File: src/dcm_pkg.sv
// Shared constants for the two-channel encoder safety monitor.
// Assumes a 50 MHz system clock at both ends of the link.
package dcm_pkg;
  // Word and sample widths
  localparam int POS_W  = 12;
  localparam int ERR_W  = 2;
  localparam int WORD_W = POS_W + ERR_W;
  localparam int AMP_W  = 12;
  localparam int SQ_W   = 2 * AMP_W + 1;
  localparam int TMR_W  = 12;
  localparam int BIT_W  = 5;

  // Error bit positions in the serial word
  localparam int ERR_SUPPLY_BIT = 0;
  localparam int ERR_TEMP_BIT   = 1;

  // Timing in ns or us as printed, and derived cycle counts
  localparam int CLK_NS      = 20;
  localparam int SSI_HALF_NS = 160;
  localparam int MONO_US     = 20;
  localparam int GAP_US      = 30;
  localparam logic [TMR_W-1:0] SSI_HALF_CYC =
    TMR_W'((SSI_HALF_NS + CLK_NS - 1) / CLK_NS);
  localparam logic [TMR_W-1:0] MONO_CYC = TMR_W'(MONO_US * 1000 / CLK_NS);
  localparam logic [TMR_W-1:0] GAP_CYC  = TMR_W'(GAP_US * 1000 / CLK_NS);

  // Vector length limits on k squared, nominal k of 1024
  localparam logic [SQ_W-1:0] NOM_SQ = 25'h010_0000;
  localparam logic [SQ_W-1:0] VEC_LO = 25'h004_0000;
  localparam logic [SQ_W-1:0] VEC_HI = 25'h024_0000;
  localparam logic signed [AMP_W-1:0] AMP_MAX = 12'h07FF;

  // Cross-channel deviation in counts at which the compare check trips
  localparam logic [POS_W-1:0] DEV_MAX = 12'h0004;

  // Reset values
  localparam logic [WORD_W-1:0] WORD_RST = 14'h0000;
  localparam logic [POS_W-1:0]  POS_RST  = 12'h0000;
endpackage : dcm_pkg

File: src/dcm_if.sv
// Link between the encoder end and the evaluation end.
// Assumes both ends run from their own 50 MHz clock.
`timescale 1ns/10ps
interface dcm_if;
  import dcm_pkg::*;
  logic                    quad_a;   // Square wave from sine
  logic                    quad_b;   // Square wave from cosine
  logic signed [AMP_W-1:0] sin_amp;  // Differential sine sample
  logic signed [AMP_W-1:0] cos_amp;  // Differential cosine sample
  logic                    ssi_clk;  // Serial clock, made by evaluator
  logic                    ssi_data; // Serial data, made by encoder

  // Encoder end
  modport enc (output quad_a, quad_b, sin_amp, cos_amp, ssi_data,
               input ssi_clk);
  // Evaluation end
  modport eval (input quad_a, quad_b, sin_amp, cos_amp, ssi_data,
                output ssi_clk);
endinterface : dcm_if

File: src/dcm_quad.sv
// Four-fold quadrature counter with loadable start position.
// Assumes a and b are already synchronised to clock.
`timescale 1ns/10ps
module dcm_quad (
  input  wire logic                     clock,    // System clock
  input  wire logic                     rst,      // Async reset
  input  wire logic                     a,        // Sine square wave
  input  wire logic                     b,        // Cosine square wave
  input  wire logic                     load,     // Load start position
  input  wire logic [dcm_pkg::POS_W-1:0] load_val, // Start position
  output logic      [dcm_pkg::POS_W-1:0] count,    // Counted position
  output logic                          dir       // 1 = counting up
);
  import dcm_pkg::*;
  logic [1:0]       ph_r, ph_nxt;
  logic [POS_W-1:0] cnt_r, cnt_nxt;
  logic             dir_r, dir_nxt;
  logic [1:0]       ph_now, step;

  // Phase decode and count step
  always_comb begin
    ph_now  = {a, a ^ b};
    step    = ph_now - ph_r;
    ph_nxt  = ph_now;
    cnt_nxt = cnt_r;
    dir_nxt = dir_r;
    if (load) begin
      cnt_nxt = load_val;
    end else if (step == 2'd1) begin
      cnt_nxt = cnt_r + POS_W'(1);
      dir_nxt = 1'b1;
    end else if (step == 2'd3) begin
      cnt_nxt = cnt_r - POS_W'(1);
      dir_nxt = 1'b0;
    end
  end

  // State registers
  always_ff @(posedge clock or posedge rst) begin
    if (rst) begin
      ph_r  <= 2'h0;
      cnt_r <= POS_RST;
      dir_r <= 1'b1;
    end else begin
      ph_r  <= ph_nxt;
      cnt_r <= cnt_nxt;
      dir_r <= dir_nxt;
    end
  end

  assign count = cnt_r;
  assign dir   = dir_r;
endmodule : dcm_quad

File: src/dcm_eval.sv
// Evaluation end: serial master, counter, and the three diagnostics.
// Assumes all link inputs are asynchronous to this clock.
`timescale 1ns/10ps
module dcm_eval (
  input  wire logic                     clock,      // System clock
  input  wire logic                     rst,        // Async reset
  dcm_if.eval                           link,       // Link to encoder
  input  wire logic [dcm_pkg::POS_W-1:0] start_pos,  // Counter start value
  input  wire logic                     load_pos,   // Load start value
  input  wire logic                     clr_err,    // Clear sticky errors
  output logic      [dcm_pkg::POS_W-1:0] abs_pos,    // Last serial position
  output logic      [dcm_pkg::POS_W-1:0] cnt_pos,    // Counted position
  output logic                          dir,        // Counting direction
  output logic                          safe_valid, // Data usable
  output logic                          err_vec,    // Sticky vector error
  output logic                          err_ssi,    // Sticky serial error
  output logic                          err_cmp,    // Sticky compare error
  output logic                          safe_state, // Safe state request
  output logic                          round_done  // Check round pulse
);
  import dcm_pkg::*;
  typedef enum logic [1:0] {MS_GAP, MS_LOW, MS_HIGH, MS_DONE} dcm_ms_t;

  logic [1:0]              qa_s, qb_s, dat_s;
  logic signed [AMP_W-1:0] sin_s1, sin_s2, cos_s1, cos_s2;
  logic [2*AMP_W-1:0]      sin_sq, cos_sq;
  logic [SQ_W-1:0]         mag_sq;
  logic                    vec_bad_r, vec_bad_nxt;

  dcm_ms_t          st_r, st_nxt;
  logic [TMR_W-1:0] tm_r, tm_nxt;
  logic [BIT_W-1:0] nb_r, nb_nxt;
  logic [WORD_W-1:0] word_r, word_nxt;
  logic [POS_W-1:0] qlat_r, qlat_nxt;
  logic [POS_W-1:0] abs_r, abs_nxt;
  logic             sck_r, sck_nxt;
  logic             done_r, done_nxt;
  logic [POS_W-1:0] diff, dev;
  logic             ssi_bad, cmp_bad;

  logic             ev_r, es_r, ec_r, ok_r;
  logic             ev_nxt, es_nxt, ec_nxt, ok_nxt;
  logic [POS_W-1:0] qcount;
  logic             qdir;

  // Two-flop synchronisers for all link inputs
  always_ff @(posedge clock or posedge rst) begin
    if (rst) begin
      qa_s   <= 2'b00;
      qb_s   <= 2'b00;
      dat_s  <= 2'b11;
      sin_s1 <= '0;
      sin_s2 <= '0;
      cos_s1 <= '0;
      cos_s2 <= '0;
    end else begin
      qa_s   <= {qa_s[0], link.quad_a};
      qb_s   <= {qb_s[0], link.quad_b};
      dat_s  <= {dat_s[0], link.ssi_data};
      sin_s1 <= link.sin_amp;
      sin_s2 <= sin_s1;
      cos_s1 <= link.cos_amp;
      cos_s2 <= cos_s1;
    end
  end

  // Channel 1 counter, never seeded from the serial channel
  dcm_quad u_quad (
    .clock    (clock),
    .rst      (rst),
    .a        (qa_s[1]),
    .b        (qb_s[1]),
    .load     (load_pos),
    .load_val (start_pos),
    .count    (qcount),
    .dir      (qdir)
  );

  // Vector length check on squared magnitude
  always_comb begin
    sin_sq = (2*AMP_W)'(sin_s2 * sin_s2);
    cos_sq = (2*AMP_W)'(cos_s2 * cos_s2);
    mag_sq = {1'b0, sin_sq} + {1'b0, cos_sq};
    // wide band, low side is undervoltage
    vec_bad_nxt = (mag_sq < VEC_LO) || (mag_sq > VEC_HI);
  end

  always_ff @(posedge clock or posedge rst) begin
    if (rst) vec_bad_r <= 1'b0;
    else     vec_bad_r <= vec_bad_nxt;
  end

  // Serial master and frame checks
  always_comb begin
    st_nxt   = st_r;
    tm_nxt   = tm_r + TMR_W'(1);
    nb_nxt   = nb_r;
    word_nxt = word_r;
    qlat_nxt = qlat_r;
    abs_nxt  = abs_r;
    sck_nxt  = sck_r;
    done_nxt = 1'b0;
    // difference of serial and counted position
    diff = word_r[WORD_W-1:ERR_W] - qlat_r;
    dev  = diff[POS_W-1] ? POS_W'(-diff) : diff;
    // any set error bit is an error
    ssi_bad = |word_r[ERR_W-1:0];
    cmp_bad = dev >= DEV_MAX;
    case (st_r)
      // fixed gap bounds the check round
      MS_GAP: begin
        sck_nxt = 1'b1;
        if (tm_r >= GAP_CYC) begin
          st_nxt   = MS_LOW;
          sck_nxt  = 1'b0;
          tm_nxt   = '0;
          nb_nxt   = '0;
          qlat_nxt = qcount;
        end
      end
      MS_LOW: begin
        if (tm_r >= SSI_HALF_CYC - TMR_W'(1)) begin
          if (nb_r != '0) word_nxt = {word_r[WORD_W-2:0], dat_s[1]};
          st_nxt  = MS_HIGH;
          sck_nxt = 1'b1;
          tm_nxt  = '0;
          nb_nxt  = nb_r + BIT_W'(1);
        end
      end
      MS_HIGH: begin
        if (tm_r >= SSI_HALF_CYC - TMR_W'(1)) begin
          tm_nxt = '0;
          if (nb_r == BIT_W'(WORD_W + 1)) begin
            st_nxt = MS_DONE;
          end else begin
            st_nxt  = MS_LOW;
            sck_nxt = 1'b0;
          end
        end
      end
      MS_DONE: begin
        abs_nxt  = word_r[WORD_W-1:ERR_W];
        done_nxt = 1'b1;
        tm_nxt   = '0;
        st_nxt   = MS_GAP;
      end
      default: st_nxt = MS_GAP;
    endcase
  end

  always_ff @(posedge clock or posedge rst) begin
    if (rst) begin
      st_r   <= MS_GAP;
      tm_r   <= '0;
      nb_r   <= '0;
      word_r <= WORD_RST;
      qlat_r <= POS_RST;
      abs_r  <= POS_RST;
      sck_r  <= 1'b1;
      done_r <= 1'b0;
    end else begin
      st_r   <= st_nxt;
      tm_r   <= tm_nxt;
      nb_r   <= nb_nxt;
      word_r <= word_nxt;
      qlat_r <= qlat_nxt;
      abs_r  <= abs_nxt;
      sck_r  <= sck_nxt;
      done_r <= done_nxt;
    end
  end

  // Sticky error flags, a new fault beats the clear
  always_comb begin
    // all three checks feed the reaction
    ev_nxt = vec_bad_r | (ev_r & ~clr_err);
    es_nxt = (st_r == MS_DONE && ssi_bad) | (es_r & ~clr_err);
    ec_nxt = (st_r == MS_DONE && cmp_bad) | (ec_r & ~clr_err);
    ok_nxt = ok_r;
    if (st_r == MS_DONE) ok_nxt = ~ssi_bad & ~cmp_bad;
  end

  always_ff @(posedge clock or posedge rst) begin
    if (rst) begin
      ev_r <= 1'b0;
      es_r <= 1'b0;
      ec_r <= 1'b0;
      ok_r <= 1'b0;
    end else begin
      ev_r <= ev_nxt;
      es_r <= es_nxt;
      ec_r <= ec_nxt;
      ok_r <= ok_nxt;
    end
  end

  assign link.ssi_clk = sck_r;
  assign abs_pos      = abs_r;
  assign cnt_pos      = qcount;
  assign dir          = qdir;
  assign err_vec      = ev_r;
  assign err_ssi      = es_r;
  assign err_cmp      = ec_r;
  assign safe_state   = ev_r | es_r | ec_r;
  // valid only when no error stands
  assign safe_valid   = ok_r & ~(ev_r | es_r | ec_r);
  assign round_done   = done_r;
endmodule : dcm_eval

File: src/flat_wrapper.sv
// flat-port wrapper written by rule: the top's interface ports become plain ports
module dcm_eval_flat import dcm_pkg::*;
  (clock, rst, start_pos, load_pos, clr_err, abs_pos, cnt_pos, dir, safe_valid, err_vec, err_ssi, err_cmp, safe_state, round_done, link_quad_a, link_quad_b, link_sin_amp, link_cos_amp, link_ssi_data, link_ssi_clk);
  dcm_if link_i ();
  input  wire logic clock;
  input  wire logic rst;
  input  wire logic [dcm_pkg::POS_W-1:0] start_pos;
  input  wire logic load_pos;
  input  wire logic clr_err;
  output logic      [dcm_pkg::POS_W-1:0] abs_pos;
  output logic      [dcm_pkg::POS_W-1:0] cnt_pos;
  output logic dir;
  output logic safe_valid;
  output logic err_vec;
  output logic err_ssi;
  output logic err_cmp;
  output logic safe_state;
  output logic round_done;
  input wire logic [$bits(link_i.quad_a)-1:0] link_quad_a;
  input wire logic [$bits(link_i.quad_b)-1:0] link_quad_b;
  input wire logic [$bits(link_i.sin_amp)-1:0] link_sin_amp;
  input wire logic [$bits(link_i.cos_amp)-1:0] link_cos_amp;
  input wire logic [$bits(link_i.ssi_data)-1:0] link_ssi_data;
  output wire logic [$bits(link_i.ssi_clk)-1:0] link_ssi_clk;
  assign link_i.quad_a = link_quad_a;
  assign link_i.quad_b = link_quad_b;
  assign link_i.sin_amp = link_sin_amp;
  assign link_i.cos_amp = link_cos_amp;
  assign link_i.ssi_data = link_ssi_data;
  assign link_ssi_clk = link_i.ssi_clk;
  dcm_eval u_core (.clock(clock), .rst(rst), .link(link_i), .start_pos(start_pos), .load_pos(load_pos), .clr_err(clr_err), .abs_pos(abs_pos), .cnt_pos(cnt_pos), .dir(dir), .safe_valid(safe_valid), .err_vec(err_vec), .err_ssi(err_ssi), .err_cmp(err_cmp), .safe_state(safe_state), .round_done(round_done));
endmodule
File: config.mk
export PLATFORM = sky130hd
export DESIGN_NAME = dcm_eval_flat
export DESIGN_NICKNAME = d
export VERILOG_FILES = /design/src/dcm_pkg.sv /design/src/dcm_if.sv /design/src/dcm_quad.sv /design/src/dcm_eval.sv /design/src/flat_wrapper.sv
export SDC_FILE = /design/constraint.sdc
export NUM_CORES = 1
export LEC_CHECK = 0
export BUFFER_PORTS_ARGS = -buffer_cell sky130_fd_sc_hd__buf_2
export CAP_MARGIN = 10
export CORE_MARGIN = 1
export CORE_UTILIZATION = 45
export DETAILED_ROUTE_END_ITERATION = 8
export GPL_TIMING_DRIVEN = 0
export MAX_ROUTING_LAYER = met4
export PLACE_DENSITY_LB_ADDON = 0.1
export SYNTH_ARGS = -nofsm -noshare
export SYNTH_HDL_FRONTEND = slang
export SYNTH_SLANG_ARGS = --single-unit
File: constraint.sdc
create_clock -name clock -period 8 [get_ports clock]
set_clock_uncertainty 0.1 [all_clocks]
set_input_delay 0.4 -clock clock [delete_from_list [all_inputs] [get_ports clock]]
set_output_delay 0.4 -clock clock [all_outputs]
set_load 0.005 [all_outputs]
* Word level (Yosys, flattened, before mapping) *
Index checks and enable logic that the tools add are counted.

operators by class
  bitwise logic cells = 16
  multipliers = 2
  mux-type cells = 23
  magnitude comparators = 5
  add/subtract/negate cells = 8
  reduce and logical (&&, ||, !) cells = 17
  equality and inequality tests = 10

operators by type and width
  kind                                                           number
  2-to-1 mux 12 bit                                              6
  multiplier 12 x 12 -> 24 bit                                   2
  case mux 12 bit (3 select lines)                               1
  adder 24 x 24 -> 25 bit                                        1
  > comparator 25 x 22 -> 1 bit (second input constant)          1
  less-than comparator 25 x 19 -> 1 bit (second input constant)  1
  adder 12 x 1 -> 12 bit (second input constant)                 2
  >= comparator 12 x 3 -> 1 bit (second input constant)          2
  >= comparator 12 x 11 -> 1 bit (second input constant)         1
  negator 12 bit                                                 1
  subtractor 12 x 1 -> 12 bit (second input constant)            1
  subtractor 12 bit                                              1
  2-to-1 mux 5 bit                                               2
  case mux 5 bit (2 select lines)                                1
  AND reduction 3 bit                                            3
  2-to-1 mux 2 bit                                               4
  case mux 2 bit (4 select lines)                                1
  2-to-1 mux 1 bit                                               7
  equality test 2 bit (second input constant)                    3
  inequality test 2 x 1 -> 1 bit (second input constant)         3
  nonzero test 3 bit                                             2
  adder 5 x 1 -> 5 bit (second input constant)                   1
  AND 1 bit                                                      5
  equality test 5 x 4 -> 1 bit (second input constant)           1
  other kinds (15)                                               28

storage, ports and cells
  flip-flop bits (word level) = 133
  input bits = 43
  output and inout bits = 32
  word-level logic and storage cells = 104

* Longest topological paths before layout *
  depth in word-level cells = 6
  depth in mapped cells = 32
  mapped depth without buffers = 30

* By module *
Synthesis repeated with hierarchy kept, for this count alone.

second synthesis, totals
  cells, all modules = 1817
  area, all modules = 17269.1 sq um

modules (own cells, without submodules)
  module    seq. area each (sq um)  area each (sq um)  cells each  instances
  dcm_eval  2956.6                  15984.1            1675        1
  dcm_quad  376.6                   1285.0             142         1

* Least setup slack after synthesis *
OpenSTA, ideal clock, no wires.

  kind = register -> register
  start = register u_core.sin_s2[11]
  end = register u_core.vec_bad_r
  stages on the path, launching flop included = 29
  library setup time = 0.133 ns
  clock period less this slack = 6.629 ns
  required time = 7.767 ns
  arrival = 6.396 ns
  setup slack = 1.371 ns
  path buffers = 1
  cells stage by stage = dfrtp_1 inv_1 clkbuf_1 nor2_1 fa_1 inv_1 fa_1 inv_1 fa_1 fa_1 inv_1 fa_1 inv_1 ha_1 a21o_1 a21oi_1 nor2_1 a221o_1 nor2_1 nor2_1 xnor2_1 ha_1 or4_1 nor3_1 nor3_1 and3_1 o22ai_1 and3_1 o211ai_1

between the ends
  cells in the longest elaborated chain, start to end = 4
  elaborated cells between the ends (all ways) = 5
  those cells by class = add/sub: 1; mul: 1; order compare: 2; reduce/logical: 1

RTL lines
  what                                                                                           line            RTL
  from (decl)                                                                                    dcm_eval.sv:25  logic signed [AMP_W-1:0] sin_s1, sin_s2, cos_s1, cos_s2;
  from (signal assigned)                                                                         dcm_eval.sv:61  sin_s2 <= sin_s1;
  multiplier 12 x 12 -> 24 bit *                                                                 dcm_eval.sv:81  sin_sq = (2*AMP_W)'(sin_s2 * sin_s2);
  adder 24 x 24 -> 25 bit *                                                                      dcm_eval.sv:83  mag_sq = {1'b0, sin_sq} + {1'b0, cos_sq};
  less-than comparator 25 x 19 -> 1 bit / > comparator 25 x 22 -> 1 bit (equally long branches)  dcm_eval.sv:85  vec_bad_nxt = (mag_sq < VEC_LO) || (mag_sq > VEC_HI);
  logical OR 1 bit *                                                                             dcm_eval.sv:85
  net u_core.vec_bad_nxt                                                                         dcm_eval.sv:28  logic vec_bad_r, vec_bad_nxt;
  to (signal assigned)                                                                           dcm_eval.sv:90  else vec_bad_r <= vec_bad_nxt;
  to (decl)                                                                                      dcm_eval.sv:28

The timed path passes the listed nets; every way through them passes the cells marked *.
A chain may end at the register's enable or synchronous reset.

* Worst setup path after layout *
  start = register u_core.sin_s2[6]
  end = register u_core.vec_bad_r

Same word-level chain as after synthesis.

==> summary.txt <==
Synth
  • Primary FF master, synth: dfrtp_1
  • Most instantiated library cell after synthesis: inv_1
  • Synth Net Count: 2193
  • Synth warnings: 0
  • Register bit total from synthesis: 133
  • Area of the mapped netlist: 16770 µm²
  • Synth top area cells: fa_1 29%, dfrtp_1 19%, ha_1 13%, inv_1 8.9%, xnor2_1 3.7%
  • Most instantiated cells after synthesis: 398 x inv_1, 246 x fa_1, 168 x ha_1
  • Syn_area_per_cell: 9.659 µm²
  • Post-synth EDFFs: 0
  • Cells after Synth: approximately 1700
  • Biggest area consumer among synthesized cells: fa_1
  • Async S/R FF share, synth: 100.0%
  • Post-synth top area share: 29.37%
  • Synth unique cells: 76
  • Register area share after synthesis: 19.88%

Floorplanning
  • Core Box Area: 36610 µm²
  • Chip width: 195.0 µm
  • DIE AREA: 38040 µm²
  • FP Rows: 70
  • Die H: 195.0 µm
  • Initial Utilization: a little under half
  • Number of I/O pins: 75

Setup path
  • Beginning of the critical path: u_core.sin_s2[6]
  • Worst Path Arrival: just under 8 ns
  • Required @ worst endpoint: between 8 and 9 ns
  • CP Class: flop to flop
  • Reg2reg start: u_core.sin_s2[6]
  • Crit path max fanout: 9
  • Reg-to-reg endpoint: u_core.vec_bad_r
  • Type of origin of the critical path: flop
  • Largest stage delay on the critical path: 0.58 ns
  • Most frequent CP cell: fa_1
  • Reg2Reg Depth: 28
  • R2R setup slack: 0.45 ns
  • Critical-path top delay cell: fa_1
  • Critical Path End Type: flop

Worst hold path
  • Hold_sp: start_pos[0]
  • Worst hold endpoint: u_core.u_quad.count[0]
  • Hold Crit Class: input port to flop
  • Hold depth: 3

Route
  • Via count: roughly 12000
  • Wire length per cell: between 10 and 15 µm
  • Post-DRT Antenna Nets: 0
  • Initial DRC count: 442
  • Router iterations before antenna repair: 6
  • Detailed Route WL: 32.70 mm
  • Vias per inst: 4.999
  • Residual DRC count: 0

GRT
  • Overall routing resource usage: 19.71%
  • Initial antenna violation count: 0
  • Met1 usage: a little under a quarter
  • M3 GR Usage: 3.472%
  • Largest net degree at the start of global routing: about 90
  • Vias in the first global route: 12520
  • Met2 Use GR: 33.77%
  • Grt total ovfl: 0
  • Busiest grt layer: met2
  • First-pass GRT wire length: 58.20 mm

Clocking
  • TritonCTS Buffers: 17
  • Longest Clk Path Bufs: 2
  • Clk Latency, worst-skew pair: roughly 0.46 ns
  • Clock Pin Slew Worst Setup and Hold Paths: 0.06 ns
  • CTS tree: built
  • TritonCTS Sinks: 133
  • H-tree depth: 4
  • Root Buffer: clkbuf_16

STA
  • Setup TNS: 0 ns
  • Final Max Slew Viols: 0
  • Fin crit share: 94.41%
  • RSZ-0062 raised after global routing: false
  • Fin Hold WS: 0.06249 ns
  • Fmax: about 130 MHz
  • Max-slew headroom: 52.36%
  • Worst-margin pin slew: 0.7113 ns
  • Final hold violation count: 0
  • Endpoints failing setup: 0
  • Final min period: about 7.6 ns

Outcome
  • Status: finished clean

Final layout
  • Nets: approximately 2300
  • Share of cells above drive strength 1: 10.57%
  • Ant diodes: 0
  • P&R area growth vs syn: 11.05%
  • Fillers: 3439

Place
  • GPL Wtd Cong: around 0.85
  • # port buffers: 73
  • HPWL Detailed: 27.37 mm

Run
  • Max_cap viols: 0
routing by layer:
layer / vias to the layer above / wire, µm
met5: - / 0
li1: 5680 / -
met1: 5817 / 14250
met2: 131 / 16950
met3: 25 / 1042
met4: 0 / 456
state kept, by name (all words and copies together) (netlist names), 2 cells and up:
register             cells
u_core.word_r           14
u_core.abs_pos          12
u_core.cos_s1           12
u_core.cos_s2           12
u_core.qlat_r           12
u_core.sin_s1           12
u_core.sin_s2           12
u_core.tm_r             12
u_core.u_quad.count     12
u_core.nb_r              5
u_core.dat_s             2
u_core.qa_s              2
u_core.qb_s              2
u_core.st_r              2
u_core.u_quad.ph_r       2
cell families (layout without fill, tap and decap cells):
group / after synthesis / in the layout / synth area share [%]
compound gates: 203 / 203 / 8.261
fa+ha+maj: 414 / 414 / 41.91
other cells: 1 / 1 / 0.02236
xor+xnor: 103 / 103 / 5.425
simple gates: 397 / 397 / 11.42
mux: 50 / 50 / 3.306
buf+inv: 435 / 562 / 9.783
flops: 133 / 133 / 19.88
critical path: cells and delay by family (launching register included):
kind	cells	cell delay, ns
compound gates	6	1.18
flops	1	0.32
simple gates	8	1.32
xor+xnor	2	0.37
buf+inv	5	0.80
fa+ha+maj	7	3.32
per-stage QoR:
stage / utilization [%] / worst slack (ns) / cells / cell area (µm²)
floorplan: - / 1.371 / 1736 / 16770
global placement: 48.40 / 0.3262 / 2277 / 17720
detailed placement: 48.49 / 0.3319 / 2278 / 17750
CTS: 50.89 / 0.2775 / 2338 / 18630
global route: 50.86 / 0.001127 / 2331 / 18620
finish: 50.86 / 0.4474 / 2331 / 18620
cell usage in the layout (no fill, tap or decap), types with 8 or more instances in the layout:
cell type | netlist | layout
mux2_2 | 43 | 43
clkbuf_2 | 0 | 10
xor2_1 | 31 | 31
dlygate4sd3_1 | 0 | 28
nand2b_1 | 8 | 8
buf_2 | 0 | 73
dfrtp_1 | 129 | 126
and2_1 | 56 | 56
nor2b_1 | 14 | 14
and3_1 | 10 | 10
a31oi_1 | 16 | 16
or2_2 | 12 | 12
nand2_1 | 119 | 119
inv_1 | 398 | 397
a21o_1 | 15 | 15
nor2_1 | 97 | 97
nor3_1 | 24 | 24
clkbuf_1 | 32 | 16
xnor2_1 | 71 | 71
a21oi_1 | 50 | 50
o21ai_0 | 37 | 37
clkbuf_16 | 0 | 17
ha_1 | 168 | 168
fa_1 | 246 | 246
nand3_1 | 19 | 19
or3_1 | 14 | 14
o21a_1 | 8 | 8
o21bai_1 | 12 | 12
area by class of cell:
type	count	area [µm²]	share of cell area [%]
buffer	28	125.1	0.6720
clock buffer	20	456.7	2.453
timing repair buffer	102	673.1	3.615
clock inverter	12	142.6	0.7660
multi-input combinational	1168	11790	63.34
tap	468	585.6	3.145
inverter	400	1506	8.090
sequential	133	3337	17.92
repair_timing:
| item | in CTS | in global routing |
|---|---|---|
| hold endpoints to repair | 70 | 0 |
| setup buffers | 0 | 0 |
| gates resized for setup | 0 | 23 |
| hold buffers | 28 | 0 |
| endpoints found under the setup margin | 0 | 1 |
how the worst max path moves through the flow:
| stage | to | slack, ns | cells past startpoint |
|---|---|---|---|
| 3_3_place_gp | u_core.vec_bad_r | 0.33 | 27 |
| 2_1_floorplan | u_core.vec_bad_r | 1.37 | 28 |
| 4_1_cts | u_core.vec_bad_r | 0.28 | 30 |
| 6_report | u_core.vec_bad_r | 0.45 | 28 |
| 3_5_place_dp | u_core.vec_bad_r | 0.33 | 30 |
| 5_1_grt | u_core.vec_bad_r | 0.001 | 28 |
Power is left out: the tool's default activity adds up to more than one toggle a clock period on the data nets, which glitch-free logic cannot reach.
